==> src/icd_pkg.sv <==
// Shared constants and types for the IEEE-488 listener command decoder
package icd_pkg;

   // ----------------------------------------------------------------
   // Pin synchroniser layout (one bit per sampled bus line)
   // ----------------------------------------------------------------
   localparam int          ICD_SYNC_W     = 13;
   localparam int          ICD_SY_DIO_LSB = 0;
   localparam int          ICD_SY_DAV     = 8;
   localparam int          ICD_SY_ATN     = 9;
   localparam int          ICD_SY_IFC     = 10;
   localparam int          ICD_SY_REN     = 11;
   localparam int          ICD_SY_EOI     = 12;
   // Bus lines idle high (false) after reset
   localparam logic [12:0] ICD_SYNC_RST   = 13'h1FFF;

   // ----------------------------------------------------------------
   // Received word: data byte plus end flag
   // ----------------------------------------------------------------
   localparam int          ICD_WORD_W     = 9;
   localparam int          ICD_WORD_EOI   = 8;
   localparam logic [8:0]  ICD_WORD_RST   = 9'h000;

   // ----------------------------------------------------------------
   // Multiline command codes, seven bits
   // ----------------------------------------------------------------
   localparam logic [6:0]  ICD_GTL        = 7'h01;
   localparam logic [6:0]  ICD_SDC        = 7'h04;
   localparam logic [6:0]  ICD_PPC        = 7'h05;
   localparam logic [6:0]  ICD_GET        = 7'h08;
   localparam logic [6:0]  ICD_TCT        = 7'h09;
   localparam logic [6:0]  ICD_LLO        = 7'h11;
   localparam logic [6:0]  ICD_DCL        = 7'h14;
   localparam logic [6:0]  ICD_PPU        = 7'h15;
   localparam logic [6:0]  ICD_SPE        = 7'h18;
   localparam logic [6:0]  ICD_SPD        = 7'h19;
   localparam logic [6:0]  ICD_UNL        = 7'h3F;
   localparam logic [6:0]  ICD_UNT        = 7'h5F;
   // Group selector in bits 6:5
   localparam logic [1:0]  ICD_GRP_LAG    = 2'h1;
   localparam logic [1:0]  ICD_GRP_TAG    = 2'h2;
   localparam logic [1:0]  ICD_GRP_SCG    = 2'h3;

   // ----------------------------------------------------------------
   // Acceptor handshake states
   // ----------------------------------------------------------------
   typedef enum logic [2:0] {
      ICD_AH_OFF  = 3'h0,
      ICD_AH_IDLE = 3'h1,
      ICD_AH_RDY  = 3'h2,
      ICD_AH_ACC  = 3'h3,
      ICD_AH_DONE = 3'h4
   } icd_ah_t;

endpackage

==> src/icd_buf2.sv <==
// Two-entry buffer with valid/ready on both sides
`timescale 1ns/100ps
module icd_buf2
   import icd_pkg::*;
(
   input  wire logic                  clk,
   input  wire logic                  rst,
   input  wire logic                  in_valid,
   input  wire logic [ICD_WORD_W-1:0] in_data,
   output logic                       in_ready,
   output logic                       out_valid,
   output logic [ICD_WORD_W-1:0]      out_data,
   input  wire logic                  out_ready
);

   // ----------------------------------------------------------------
   // State
   // ----------------------------------------------------------------
   typedef struct packed {
      logic                  head_v;
      logic [ICD_WORD_W-1:0] head;
      logic                  tail_v;
      logic [ICD_WORD_W-1:0] tail;
      logic                  rdy;
   } icd_buf_t;

   icd_buf_t st_reg;
   icd_buf_t st_next;
   logic     pop;
   logic     push;

   assign pop  = st_reg.head_v & out_ready;
   assign push = in_valid & st_reg.rdy;

   // Head is the output word, tail holds a word stalled behind it
   always_comb begin
      st_next = st_reg;
      if (pop) begin
         if (st_reg.tail_v) begin
            st_next.head   = st_reg.tail;
            st_next.tail_v = push;
            st_next.tail   = in_data;
         end else begin
            st_next.head_v = push;
            st_next.head   = in_data;
         end
      end else if (push) begin
         if (!st_reg.head_v) begin
            st_next.head_v = 1'b1;
            st_next.head   = in_data;
         end else begin
            st_next.tail_v = 1'b1;
            st_next.tail   = in_data;
         end
      end
      // Ready registered so it never depends on out_ready combinationally
      st_next.rdy = !st_next.tail_v;
   end

   always_ff @(posedge clk or posedge rst) begin
      if (rst) begin
         st_reg <= '{head_v: 1'b0, head: ICD_WORD_RST, tail_v: 1'b0, tail: ICD_WORD_RST, rdy: 1'b1};
      end else begin
         st_reg <= st_next;
      end
   end

   assign in_ready  = st_reg.rdy;
   assign out_valid = st_reg.head_v;
   assign out_data  = st_reg.head;
endmodule

==> src/icd_decoder.sv <==
// IEEE-488 listener-side multiline command decoder with acceptor handshake
// How it works
// RQ1 - Addressed commands act only after own listen address in this attention sequence.
// RQ2 - Controller keeps ATN true over listen address and following addressed command.
// RQ3 - Selective Device Clear while addressed pulses the device clear output.
// RQ4 - Go To Local while addressed leaves remote mode.
// RQ5 - Group Execute Trigger pulses the trigger output.
// RQ6 - Primary address with bit 5 set makes the device listener addressed.
// RQ7 - Primary address with bit 6 set makes the device talker addressed.
// RQ8 - Secondary command group bytes have no addressing effect.
// RQ9 - Unlisten with ATN true drops listener addressing.
// RQ10 - Untalk with ATN true drops talker addressing.
// RQ11 - Local Lockout, Device Clear, Serial Poll Enable and Disable need no addressing.
// RQ12 - Bytes taken with ATN false go out as plain data.
// RQ13 - Controller sends Unlisten, listen address, command, all with ATN true.
// RQ14 - Controller raises ATN before sending a data string.
// RQ15 - Parallel poll configure, unconfigure and take control are ignored.
// RQ16 - NRFD held until ready; NDAC released only once the byte is taken.
// RQ17 - Interface clear drops both talker and listener addressing.
// RQ18 - Device Clear resets the device without addressing.
// RQ19 - Commands decode from the low seven data lines only.
`timescale 1ns/100ps
module icd_decoder
   import icd_pkg::*;
(
   input  wire logic       clk,
   input  wire logic       rst,
   input  wire logic [4:0] my_addr,
   input  wire logic [7:0] dio_n_in,
   input  wire logic       dav_n_in,
   input  wire logic       atn_n_in,
   input  wire logic       ifc_n_in,
   input  wire logic       ren_n_in,
   input  wire logic       eoi_n_in,
   output logic            nrfd_n_out,
   output logic            nrfd_n_oe,
   output logic            ndac_n_out,
   output logic            ndac_n_oe,
   output logic            rx_valid,
   output logic [7:0]      rx_data,
   output logic            rx_end,
   input  wire logic       rx_ready,
   output logic            listen_active,
   output logic            talk_active,
   output logic            remote_mode,
   output logic            local_lockout,
   output logic            serial_poll,
   output logic            device_clear,
   output logic            trigger
);

   // ----------------------------------------------------------------
   // State
   // ----------------------------------------------------------------
   typedef struct packed {
      logic [ICD_SYNC_W-1:0] s1;
      logic [ICD_SYNC_W-1:0] s2;
      icd_ah_t               ah;
      logic                  listen;
      logic                  talk;
      logic                  mla_seen;
      logic                  remote;
      logic                  lockout;
      logic                  spoll;
      logic                  clear;
      logic                  trig;
      logic                  nrfd_oe;
      logic                  ndac_oe;
      logic                  push;
      logic [ICD_WORD_W-1:0] pdata;
   } icd_state_t;

   icd_state_t            st_reg;
   icd_state_t            st_next;
   logic                  buf_ready;
   logic [ICD_WORD_W-1:0] buf_data;
   logic                  dav_t;
   logic                  atn_t;
   logic                  ifc_t;
   logic                  ren_t;
   logic                  eoi_t;
   logic [7:0]            bus_byte;
   logic [6:0]            cmd;
   logic                  cap;
   logic                  cmd_cap;
   logic                  is_mla;
   logic                  is_mta;

   // ----------------------------------------------------------------
   // Decoded views of the second synchroniser stage (bus is low-true)
   // ----------------------------------------------------------------
   assign dav_t    = !st_reg.s2[ICD_SY_DAV];
   assign atn_t    = !st_reg.s2[ICD_SY_ATN];
   assign ifc_t    = !st_reg.s2[ICD_SY_IFC];
   assign ren_t    = !st_reg.s2[ICD_SY_REN];
   assign eoi_t    = !st_reg.s2[ICD_SY_EOI];
   assign bus_byte = ~st_reg.s2[ICD_SY_DIO_LSB +: 8];
   assign cmd      = bus_byte[6:0];                           // [RQ19]
   // Byte is taken in RDY once DAV is seen and there is somewhere to put it
   assign cap      = (st_reg.ah == ICD_AH_RDY) && dav_t && (atn_t || buf_ready); // [RQ16]
   assign cmd_cap  = cap && atn_t;
   // Unlisten and untalk share the group codes, so exclude them here
   assign is_mla   = (cmd[6:5] == ICD_GRP_LAG) && (cmd != ICD_UNL) && (cmd[4:0] == my_addr); // [RQ6]
   assign is_mta   = (cmd[6:5] == ICD_GRP_TAG) && (cmd != ICD_UNT) && (cmd[4:0] == my_addr); // [RQ7]

   // ----------------------------------------------------------------
   // Next-state logic
   // ----------------------------------------------------------------
   always_comb begin
      st_next       = st_reg;
      st_next.s1    = {eoi_n_in, ren_n_in, ifc_n_in, atn_n_in, dav_n_in, dio_n_in};
      st_next.s2    = st_reg.s1;
      st_next.clear = 1'b0;
      st_next.trig  = 1'b0;
      st_next.push  = 1'b0;

      // Acceptor handshake; takes no part unless commanded or listening
      case (st_reg.ah)
         ICD_AH_OFF: begin
            if (atn_t || st_reg.listen) begin
               st_next.ah = ICD_AH_IDLE;
            end
         end
         ICD_AH_IDLE: begin
            // Hold off until the previous DAV is gone and a data byte has room
            if (!dav_t && (atn_t || buf_ready)) begin
               st_next.ah = ICD_AH_RDY;                        // [RQ16]
            end
         end
         ICD_AH_RDY: begin
            if (cap) begin
               st_next.ah = ICD_AH_ACC;
            end else if (!dav_t && !atn_t && !buf_ready) begin
               st_next.ah = ICD_AH_IDLE;
            end
         end
         ICD_AH_ACC: begin
            st_next.ah = ICD_AH_DONE;
         end
         ICD_AH_DONE: begin
            if (!dav_t) begin
               st_next.ah = ICD_AH_IDLE;
            end
         end
         default: begin
            st_next.ah = ICD_AH_OFF;
         end
      endcase
      if (!atn_t && !st_reg.listen) begin
         st_next.ah = ICD_AH_OFF;
      end

      // Command decode while ATN is true
      if (cmd_cap) begin
         if (cmd == ICD_UNL) begin
            st_next.listen   = 1'b0;                           // [RQ9]
            st_next.mla_seen = 1'b0;
         end else if (cmd == ICD_UNT) begin
            st_next.talk     = 1'b0;                           // [RQ10]
         end else if (is_mla) begin
            st_next.listen   = 1'b1;                           // [RQ6]
            st_next.mla_seen = 1'b1;
            st_next.talk     = 1'b0;
            st_next.remote   = st_reg.remote | ren_t;
         end else if (is_mta) begin
            st_next.talk     = 1'b1;                           // [RQ7]
            st_next.listen   = 1'b0;
            st_next.mla_seen = 1'b0;
         end else if (cmd[6:5] == ICD_GRP_TAG) begin
            // Another device's talk address unaddresses us as talker
            st_next.talk     = 1'b0;
         end
         // Secondary group and unlisted codes fall through untouched [RQ8] [RQ15]
         case (cmd)
            ICD_GTL: if (st_reg.mla_seen) st_next.remote = 1'b0;     // [RQ4] [RQ1]
            ICD_SDC: if (st_reg.mla_seen) st_next.clear = 1'b1;      // [RQ3] [RQ1]
            ICD_GET: st_next.trig    = 1'b1;                         // [RQ5]
            ICD_LLO: st_next.lockout = 1'b1;                         // [RQ11]
            ICD_DCL: st_next.clear   = 1'b1;                         // [RQ18] [RQ11]
            ICD_SPE: st_next.spoll   = 1'b1;                         // [RQ11]
            ICD_SPD: st_next.spoll   = 1'b0;                         // [RQ11]
            default: st_next.spoll   = st_next.spoll;
         endcase
      end

      // Data bytes with ATN false go to the buffer with their end flag
      if (cap && !atn_t && st_reg.listen) begin
         st_next.push  = 1'b1;                                 // [RQ12]
         st_next.pdata = {eoi_t, bus_byte};
      end

      // Addressed commands only count within one attention sequence
      if (!atn_t) begin
         st_next.mla_seen = 1'b0;                              // [RQ1]
      end
      // Remote enable false drops remote and lockout
      if (!ren_t) begin
         st_next.remote  = 1'b0;
         st_next.lockout = 1'b0;
      end
      // Interface clear wins over addressing and serial poll changes from a command taken in the same cycle
      if (ifc_t) begin
         st_next.listen   = 1'b0;                              // [RQ17]
         st_next.talk     = 1'b0;
         st_next.mla_seen = 1'b0;
         st_next.spoll    = 1'b0;
      end

      // Line drives follow the next handshake state so they are registered
      st_next.nrfd_oe = (st_next.ah == ICD_AH_IDLE) || (st_next.ah == ICD_AH_ACC) ||
                        (st_next.ah == ICD_AH_DONE);          // [RQ16]
      st_next.ndac_oe = (st_next.ah == ICD_AH_IDLE) || (st_next.ah == ICD_AH_RDY) ||
                        (st_next.ah == ICD_AH_ACC);           // [RQ16]
   end

   // State register
   always_ff @(posedge clk or posedge rst) begin
      if (rst) begin
         st_reg <= '{s1: ICD_SYNC_RST, s2: ICD_SYNC_RST, ah: ICD_AH_OFF, pdata: ICD_WORD_RST, default: 1'b0};
      end else begin
         st_reg <= st_next;
      end
   end

   // ----------------------------------------------------------------
   // Data buffer: a stalled reader holds NRFD low, never drops a byte
   // ----------------------------------------------------------------
   icd_buf2 u_buf (
      .clk       (clk),
      .rst       (rst),
      .in_valid  (st_reg.push),
      .in_data   (st_reg.pdata),
      .in_ready  (buf_ready),
      .out_valid (rx_valid),
      .out_data  (buf_data),
      .out_ready (rx_ready)
   );

   // Open-drain lines only ever pull low
   assign nrfd_n_out    = 1'b0;
   assign ndac_n_out    = 1'b0;
   assign nrfd_n_oe     = st_reg.nrfd_oe;
   assign ndac_n_oe     = st_reg.ndac_oe;
   assign rx_data       = buf_data[7:0];
   assign rx_end        = buf_data[ICD_WORD_EOI];
   assign listen_active = st_reg.listen;
   assign talk_active   = st_reg.talk;
   assign remote_mode   = st_reg.remote;
   assign local_lockout = st_reg.lockout;
   assign serial_poll   = st_reg.spoll;
   assign device_clear  = st_reg.clear;
   assign trigger       = st_reg.trig;
endmodule

==> config.mk <==
export PLATFORM = sky130hd
export DESIGN_NAME = icd_decoder
export DESIGN_NICKNAME = d
export VERILOG_FILES = /design/src/icd_pkg.sv /design/src/icd_buf2.sv /design/src/icd_decoder.sv
export SDC_FILE = /design/constraint.sdc
export NUM_CORES = 1
export LEC_CHECK = 0
export BUFFER_PORTS_ARGS = -buffer_cell sky130_fd_sc_hd__buf_4
export CORE_UTILIZATION = 56
export CTS_CLUSTER_SIZE = 10
export DETAILED_ROUTE_END_ITERATION = 10
export GPL_ROUTABILITY_DRIVEN = 0
export GPL_TIMING_DRIVEN = 0
export PLACE_DENSITY = 0.79
export RECOVER_POWER = 50
export SLEW_MARGIN = 20
export SYNTH_ARGS = -nofsm -noshare
export SYNTH_HDL_FRONTEND = slang
export SYNTH_SLANG_ARGS = --single-unit
==> constraint.sdc <==
create_clock -name clk -period 2.5 [get_ports clk]
set_input_delay 0.25 -clock clk [delete_from_list [all_inputs] [get_ports clk]]
set_output_delay 0.25 -clock clk [all_outputs]
set_load 0.03 [all_outputs]
==> results of run 1 <==
==> critical path: cells and delay by family (launching register included) <==
family | cells | cell delay, ps
compound gates | 1 | 140
buf+inv | 1 | 360
mux | 1 | 390
simple gates | 2 | 260
flops | 1 | 590
==> final timing paths <==
path / slack, ps / depth (start not counted) / to
setup / recovery: 630 / 5 / u_buf.st_reg[8]
hold / removal: 20 / 1 / st_next[28]
setup reg to reg: 630 / 5 / u_buf.st_reg[8]
hold reg to reg: 360 / 0 / st_reg[34]
max in group asynchronous: 1030 / 4 / st_reg[30]
min in group asynchronous: 710 / 3 / st_reg[17]
==> placed cells by master, fill, tap and decap left out, types with 8 or more instances in the layout <==
cell type / count
dfrtp_1: 43
o21ai_1: 9
dfstp_2: 26
nand2_1: 31
buf_4: 35
mux2_2: 9
mux2i_1: 10
o21ai_0: 15
clkbuf_4: 14
clkbuf_8: 11
inv_1: 8
==> stage by stage <==
stage,cell area (um2),total power [mW],util
CTS,3410,2.25,0.718
floorplan,2810,1.30,-
global route,3430,2.32,0.722
finish,3430,2.23,0.722
global placement,3180,1.35,0.669
detailed placement,3200,1.36,0.674
==> power groups by stage <==
stage | Clock, mW | Combinational [mW] | Sequential [mW]
final | 0.890 | 0.141 | 1.20
after floorplan | 0 | 0.0754 | 1.23
after CTS | 0.908 | 0.142 | 1.20
after global placement | 0 | 0.132 | 1.22
after detailed placement | 0 | 0.140 | 1.22
after global routing | 0.955 | 0.159 | 1.21
==> metal layers <==
| metal | wire length (um) | track usage | vias to the layer above |
|---|---|---|---|
| met1 | 1870 | 0.237 | 810 |
| met5 | 0 | 0 | - |
| met2 | 2170 | 0.306 | 48 |
| li1 | - | - | 881 |
| met4 | 106 | 0.129 | 0 |
| met3 | 174 | 0.0414 | 10 |
==> logic make-up after synthesis <==
| logic type | synth area share |
|---|---|
| flops | 0.637 |
| simple gates | 0.125 |
| compound gates | 0.0933 |
| buf+inv | 0.0518 |
| mux | 0.0719 |
| xor+xnor | 0.0188 |
| other cells | 0.00134 |
==> area by class of cell <==
cell class	count	area share
flip-flops and latches	70	0.520
multi-input cells	132	0.255
repair buffers	43	0.0999
clock buffers	12	0.0452
plain buffers	17	0.0324
well taps	67	0.0244
clock inverters	4	0.0131
inverters	9	0.0102
==> Flow_metrics.wiki, run 1 <==
{| class="wikitable"
! Metric !! Value
|-
| Placement row count || 25
|-
| Setup violators final || 0
|-
| Antenna viol nets, final || 0
|-
| Relative contribution of combinational cells to total power || 0.063
|-
| Detailed-router iteration count before antenna repair || 4
|-
| Post-layout min period || 1870 ps
|-
| Actual transition at the worst max-transition pin || 1160 ps
|-
| Switching power || 0.480 mW
|-
| Post-synth top flop || dfrtp_1
|-
| Final hold violations || 0
|-
| Max-capacitance violation count || 0
|-
| Post-synthesis cell type count || 46
|-
| Initial cell density of the core || 0.589
|-
| Pin count of the biggest net entering global routing || 43
|-
| Share of the clock period used by the worst path || 0.747
|-
| Cts hold-fix bufs || 1
|-
| Slowest-stage cell, CP || dfstp_1
|-
| Cell chosen for the clock root || clkbuf_8
|-
| Post-route DRC violation count || 0
|-
| WP data arrival || 2090 ps
|-
| Worst Path Required || 2720 ps
|-
| P&R area growth vs syn || 22.6%
|-
| DPL Wire Length || 3.12 mm
|-
| Final-report max-slew violation count || 0
|-
| Top achievable clock speed || 536 MHz
|-
| Sequential area share after synthesis || 0.637
|-
| Setup CP Type || register to register
|-
| Crit. End Element || register
|-
| Number of global-route vias before repair || 1670
|-
| Worst hold slack || 18.4 ps
|-
| Die area || 5290 um2
|-
| Path category of the worst min-delay check || primary input to register
|-
| First-pass GRT wire length || 7.42 mm
|-
| Nets || 303
|-
| Maximum count of clock buffers along a single path || 2
|-
| Grt total ovfl || 0
|-
| Area taken by flip-flops and latches || 1790 um2
|-
| Area of combinational cells with multiple inputs || 875 um2
|-
| Least setup slack across all paths after layout || 633 ps
|-
| Net switching fraction of the power || 0.215
|-
| Nature of the critical path startpoint || register
|-
| Clock latency at the later pin of the worst-skew pair || 340 ps
|-
| Clk_skew || 8.96 ps
|-
| Part of the power in registers || 0.539
|-
| Postcts setup bufs || 0
|-
| Final total negative setup slack || 0 ps
|-
| Outcome || finished clean
|-
| Headroom to the max-slew limit || 0.225
|-
| Internal Power || 1.76 mW
|-
| Proportion of register bits with asynchronous set or reset after synthesis || 1.00
|-
| Boundary Pins || 42
|-
| Top cell type's share of synthesized area || 0.384
|-
| Largest register FFs || 27
|-
| Number of antenna diodes || 0
|-
| Initial antenna violation count || 0
|-
| Power Density || 651 nW/um2
|-
| Final WL || 4.32 mm
|-
| DR vias/cell || 4.94
|-
| Top cells by area in the synthesized netlist || dfrtp_1 (38%), dfstp_2 (25%), nand2_1 (4.2%)
|-
| RSZ-0062 raised after global routing || no
|-
| Cell with the most instances after synthesis || dfrtp_1
|-
| Fin cells || 354
|-
| Total placed cells including tap cells || 335
|-
| Post-synthesis cell count || 227
|-
| Iteration-0 DRC Markers || 92
|-
| Min-Delay Startpoint || dio_n_in[5]
|-
| Leading cell types by count after synthesis || dfrtp_1 (43), nand2_1 (31), dfstp_2 (27)
|-
| Delay contributed by the slowest stage of the critical path || 590 ps
|-
| H-Tree Level Count || 3
|-
| Number of buffers created by CTS || 9
|-
| Part of the power in the clock network || 0.398
|-
| Mean Syn Cell Area || 12.3 um2
|-
| Critical Path Start || u_buf.in_ready
|-
| Worst IR Drop VDD || 0.476 mV
|-
| Vias after detailed routing || 1749
|-
| Leakage power total || 1.66 nW
|-
| Core outline area || 4750 um2
|-
| Synthesized cell area || 2800 um2
|-
| Leading area contributor after synthesis || dfrtp_1
|-
| CTS clock-pin slew for the worst setup and hold paths || 70 ps
|-
| Ratio of cells with drive above 1 in the final layout || 0.387
|-
| Cell Chain, Critical Path || nand2_1 > o21ai_0 > and2_1 > clkbuf_1 > mux2_2
|-
| Wire length per cell || 12.2 um
|-
| Setup Slack @ Placement || 690 ps
|-
| IO buf count || 39
|-
| Layout fillers || 363
|-
| Yosys warnings || 0
|-
| Total track usage || 0.192
|-
| Post-cts sizing count || 0
|-
| Die Ht || 72.7 um
|-
| Number of enable flip-flop cells after synthesis || 0
|-
| Clock tree from TritonCTS || yes
|-
| Worst reg2reg path startpoint || u_buf.in_ready
|-
| CP max FO || 9
|-
| Synth Register Bits || 70
|-
| Overall die width || 72.7 um
|-
| Clock sink total || 70
|}
(Power assumes the default switching activity.)
==> run 2: changes to the inputs <==
--- a/config.mk
+++ b/config.mk
@@ -6,12 +6,12 @@
 export NUM_CORES = 1
 export LEC_CHECK = 0
 export BUFFER_PORTS_ARGS = -buffer_cell sky130_fd_sc_hd__buf_4
-export CORE_UTILIZATION = 56
+export CORE_UTILIZATION = 50
 export CTS_CLUSTER_SIZE = 10
 export DETAILED_ROUTE_END_ITERATION = 10
 export GPL_ROUTABILITY_DRIVEN = 0
 export GPL_TIMING_DRIVEN = 0
-export PLACE_DENSITY = 0.79
+export PLACE_DENSITY = 0.74
 export RECOVER_POWER = 50
 export SLEW_MARGIN = 20
 export SYNTH_ARGS = -nofsm -noshare
==> constraint.sdc (replaced) <==
create_clock -name clk -period 1.5 [get_ports clk]
set_input_delay 0.15 -clock clk [delete_from_list [all_inputs] [get_ports clk]]
set_output_delay 0.15 -clock clk [all_outputs]
set_load 0.03 [all_outputs]
==> run 2 against run 1 <==
The flow now finishes with violations (setup timing). Die area grew 12%. Sequential power increased by 68%. Clock skew increased by 2.0 ps. First-iteration DRC count fell by 23%. Sequential share of layout area shrank 5.2 points. Critical path depth shrank 1. Critical endpoint is now listen_active. Worst setup slack got worse by 830 ps. Global-route usage is essentially flat. Non-clock buffer count rose by 23. Total power increased by 66%. Cell area up 11%.
==> Flow_metrics.wiki, run 2 (synthesis results as in run 1) <==
{| class="wikitable"
! Metric !! Value
|-
| Logic depth of the worst register-to-register path || 4
|-
| IO buf count || 39
|-
| Detailed-router iteration count before antenna repair || 4
|-
| Die Ht || 76.9 um
|-
| Setup Slack @ Placement || -277 ps
|-
| Boundary Pins || 42
|-
| Iteration-0 DRC Markers || 71
|-
| Post-route DRC violation count || 0
|-
| Cell chosen for the clock root || clkbuf_8
|-
| Violated checks || setup timing
|-
| Initial antenna violation count || 0
|-
| Initial cell density of the core || 0.535
|-
| Share of the clock period used by the worst path || 1.13
|-
| Total track usage || 0.192
|-
| Fin cells || 380
|-
| Ratio of cells with drive above 1 in the final layout || 0.477
|-
| Part of the power in registers || 0.544
|-
| Die area || 5910 um2
|-
| Actual transition at the worst max-transition pin || 835 ps
|-
| Antenna viol nets, final || 0
|-
| DPL Wire Length || 3.25 mm
|-
| Path category of the worst min-delay check || primary input to register
|-
| Grt total ovfl || 0
|-
| FF-to-FF setup slack || -200 ps
|-
| Headroom to the max-slew limit || 0.440
|-
| Core outline area || 5240 um2
|-
| Internal Power || 2.86 mW
|-
| Nets || 326
|-
| Layout fillers || 338
|-
| Placement row count || 26
|-
| Outcome || finished, violations left
|-
| Part of the power in the clock network || 0.372
|-
| Overall die width || 76.9 um
|-
| Wire length per cell || 13.6 um
|-
| Relative contribution of combinational cells to total power || 0.085
|-
| Largest register FFs || 27
|-
| Worst Path Required || 1750 ps
|-
| Worst hold path stage count || 3
|-
| P&R area growth vs syn || 36.2%
|-
| RSZ-0062 raised after global routing || yes
|-
| Setup violators final || 8
|-
| Endpoint of the worst-slack reg-to-reg timing path || listen_active
|-
| Post-layout min period || 1700 ps
|-
| Number of antenna diodes || 0
|-
| Final-report max-slew violation count || 0
|-
| Worst IR Drop VDD || 0.766 mV
|-
| Number of buffers created by CTS || 9
|-
| Crit. End Element || register
|-
| First-pass GRT wire length || 8.71 mm
|-
| Top achievable clock speed || 590 MHz
|-
| Leakage power total || 1.82 nW
|-
| Min-Delay Startpoint || rx_ready
|-
| Final hold violations || 0
|-
| Clock tree from TritonCTS || yes
|-
| Clk_skew || 11.0 ps
|-
| Clock sink total || 70
|-
| Setup CP Type || register to register
|-
| CTS clock-pin slew for the worst setup and hold paths || 70 ps
|-
| WP data arrival || 1950 ps
|-
| Clock latency at the later pin of the worst-skew pair || 340 ps
|-
| Maximum count of clock buffers along a single path || 2
|-
| Endpoint with the worst hold slack || u_buf.in_ready
|-
| Worst reg2reg path startpoint || st_reg[24]
|-
| Nature of the critical path startpoint || register
|-
| Switching power || 0.842 mW
|-
| Pin count of the biggest net entering global routing || 31
|-
| Final WL || 5.18 mm
|-
| Max-capacitance violation count || 0
|-
| Power Density || 970 nW/um2
|-
| Most frequent cells in the layout || buf_4 (47), dfrtp_1 (42), nand2_1 (29), dfstp_2 (27), clkbuf_4 (16)
|-
| Least setup slack across all paths after layout || -196 ps
|-
| Net switching fraction of the power || 0.228
|-
| CP max FO || 3
|-
| Most frequent standard cell in the layout excluding fill and tap cells || buf_4
|-
| Number of global-route vias before repair || 1936
|-
| Vias after detailed routing || 1908
|-
| Total placed cells including tap cells || 339
|-
| DR vias/cell || 5.02
|-
| H-Tree Level Count || 3
|}
-- run 2: metal layers --
layer / global-route usage / vias up / part of all wire
met3: 0.0512 / 12 / 0.041
met5: 0 / - / 0
li1: - / 922 / -
met4: 0.0885 / 0 / 0.019
met1: 0.223 / 926 / 0.43
met2: 0.329 / 48 / 0.51
-- run 2: area by class of cell --
cell class                 instances  area [um2]  area share
clock buffer                      15         176      0.0462
buffer                            14         111      0.0292
inverter                           9        35.0     0.00918
clock inverter                     1        5.00     0.00131
timing repair buffer              69         561       0.147
multi-input combinational        132        1050       0.276
tap                               70        87.6      0.0230
sequential                        70        1790       0.468
-- run 2: metrics by stage --
stage	cell area [um2]	util	hold slack [ps]	TNS, ps	power [mW]
6_report	3820	0.729	181	-1060	3.70
5_1_grt	3820	0.729	186	-3750	3.85
4_1_cts	3710	0.709	151	-895	3.72
3_5_place_dp	3250	0.620	216	-5280	2.29
3_3_place_gp	3200	0.611	258	-4490	2.26
2_1_floorplan	2820	-	154	-565	2.18
-- run 2: worst max-delay path by stage --
| stage | startpoint | end | slack, ps | cells past startpoint |
|---|---|---|---|---|
| after detailed placement | st_reg[27] | listen_active | -280 | 5 |
| after global placement | st_reg[20] | listen_active | -250 | 5 |
| final | st_reg[24] | listen_active | -200 | 4 |
| after global routing | st_reg[24] | listen_active | -290 | 4 |
| after floorplan | st_reg[20] | st_reg[17] | -160 | 5 |
| after CTS | st_reg[24] | listen_active | -200 | 4 |
-- run 2: worst max-delay path: stages, from the launching register on --
cell	delay (ps)
dfstp_2	570
xor2_2	170
nand3_2	110
or4_4	580
a211oi_2	190
-- run 2: what timing repair did --
item	4_1_cts	5_1_grt
endpoints found under the hold margin	27	0
endpoints found under the setup margin	36	38
gates cloned	1	0
pin swaps	10	6
hold buffers	14	0
buffers inserted	13	0
gates resized for setup	15	34
-- run 2: power groups by stage --
stage               sequential [mW]  clock, mW  combinational, mW
detailed placement             2.04          0              0.249
CTS                            2.01       1.41              0.305
finish                         2.01       1.38              0.313
global route                   2.02       1.50              0.341
floorplan                      2.05          0              0.129
global placement               2.04          0              0.226
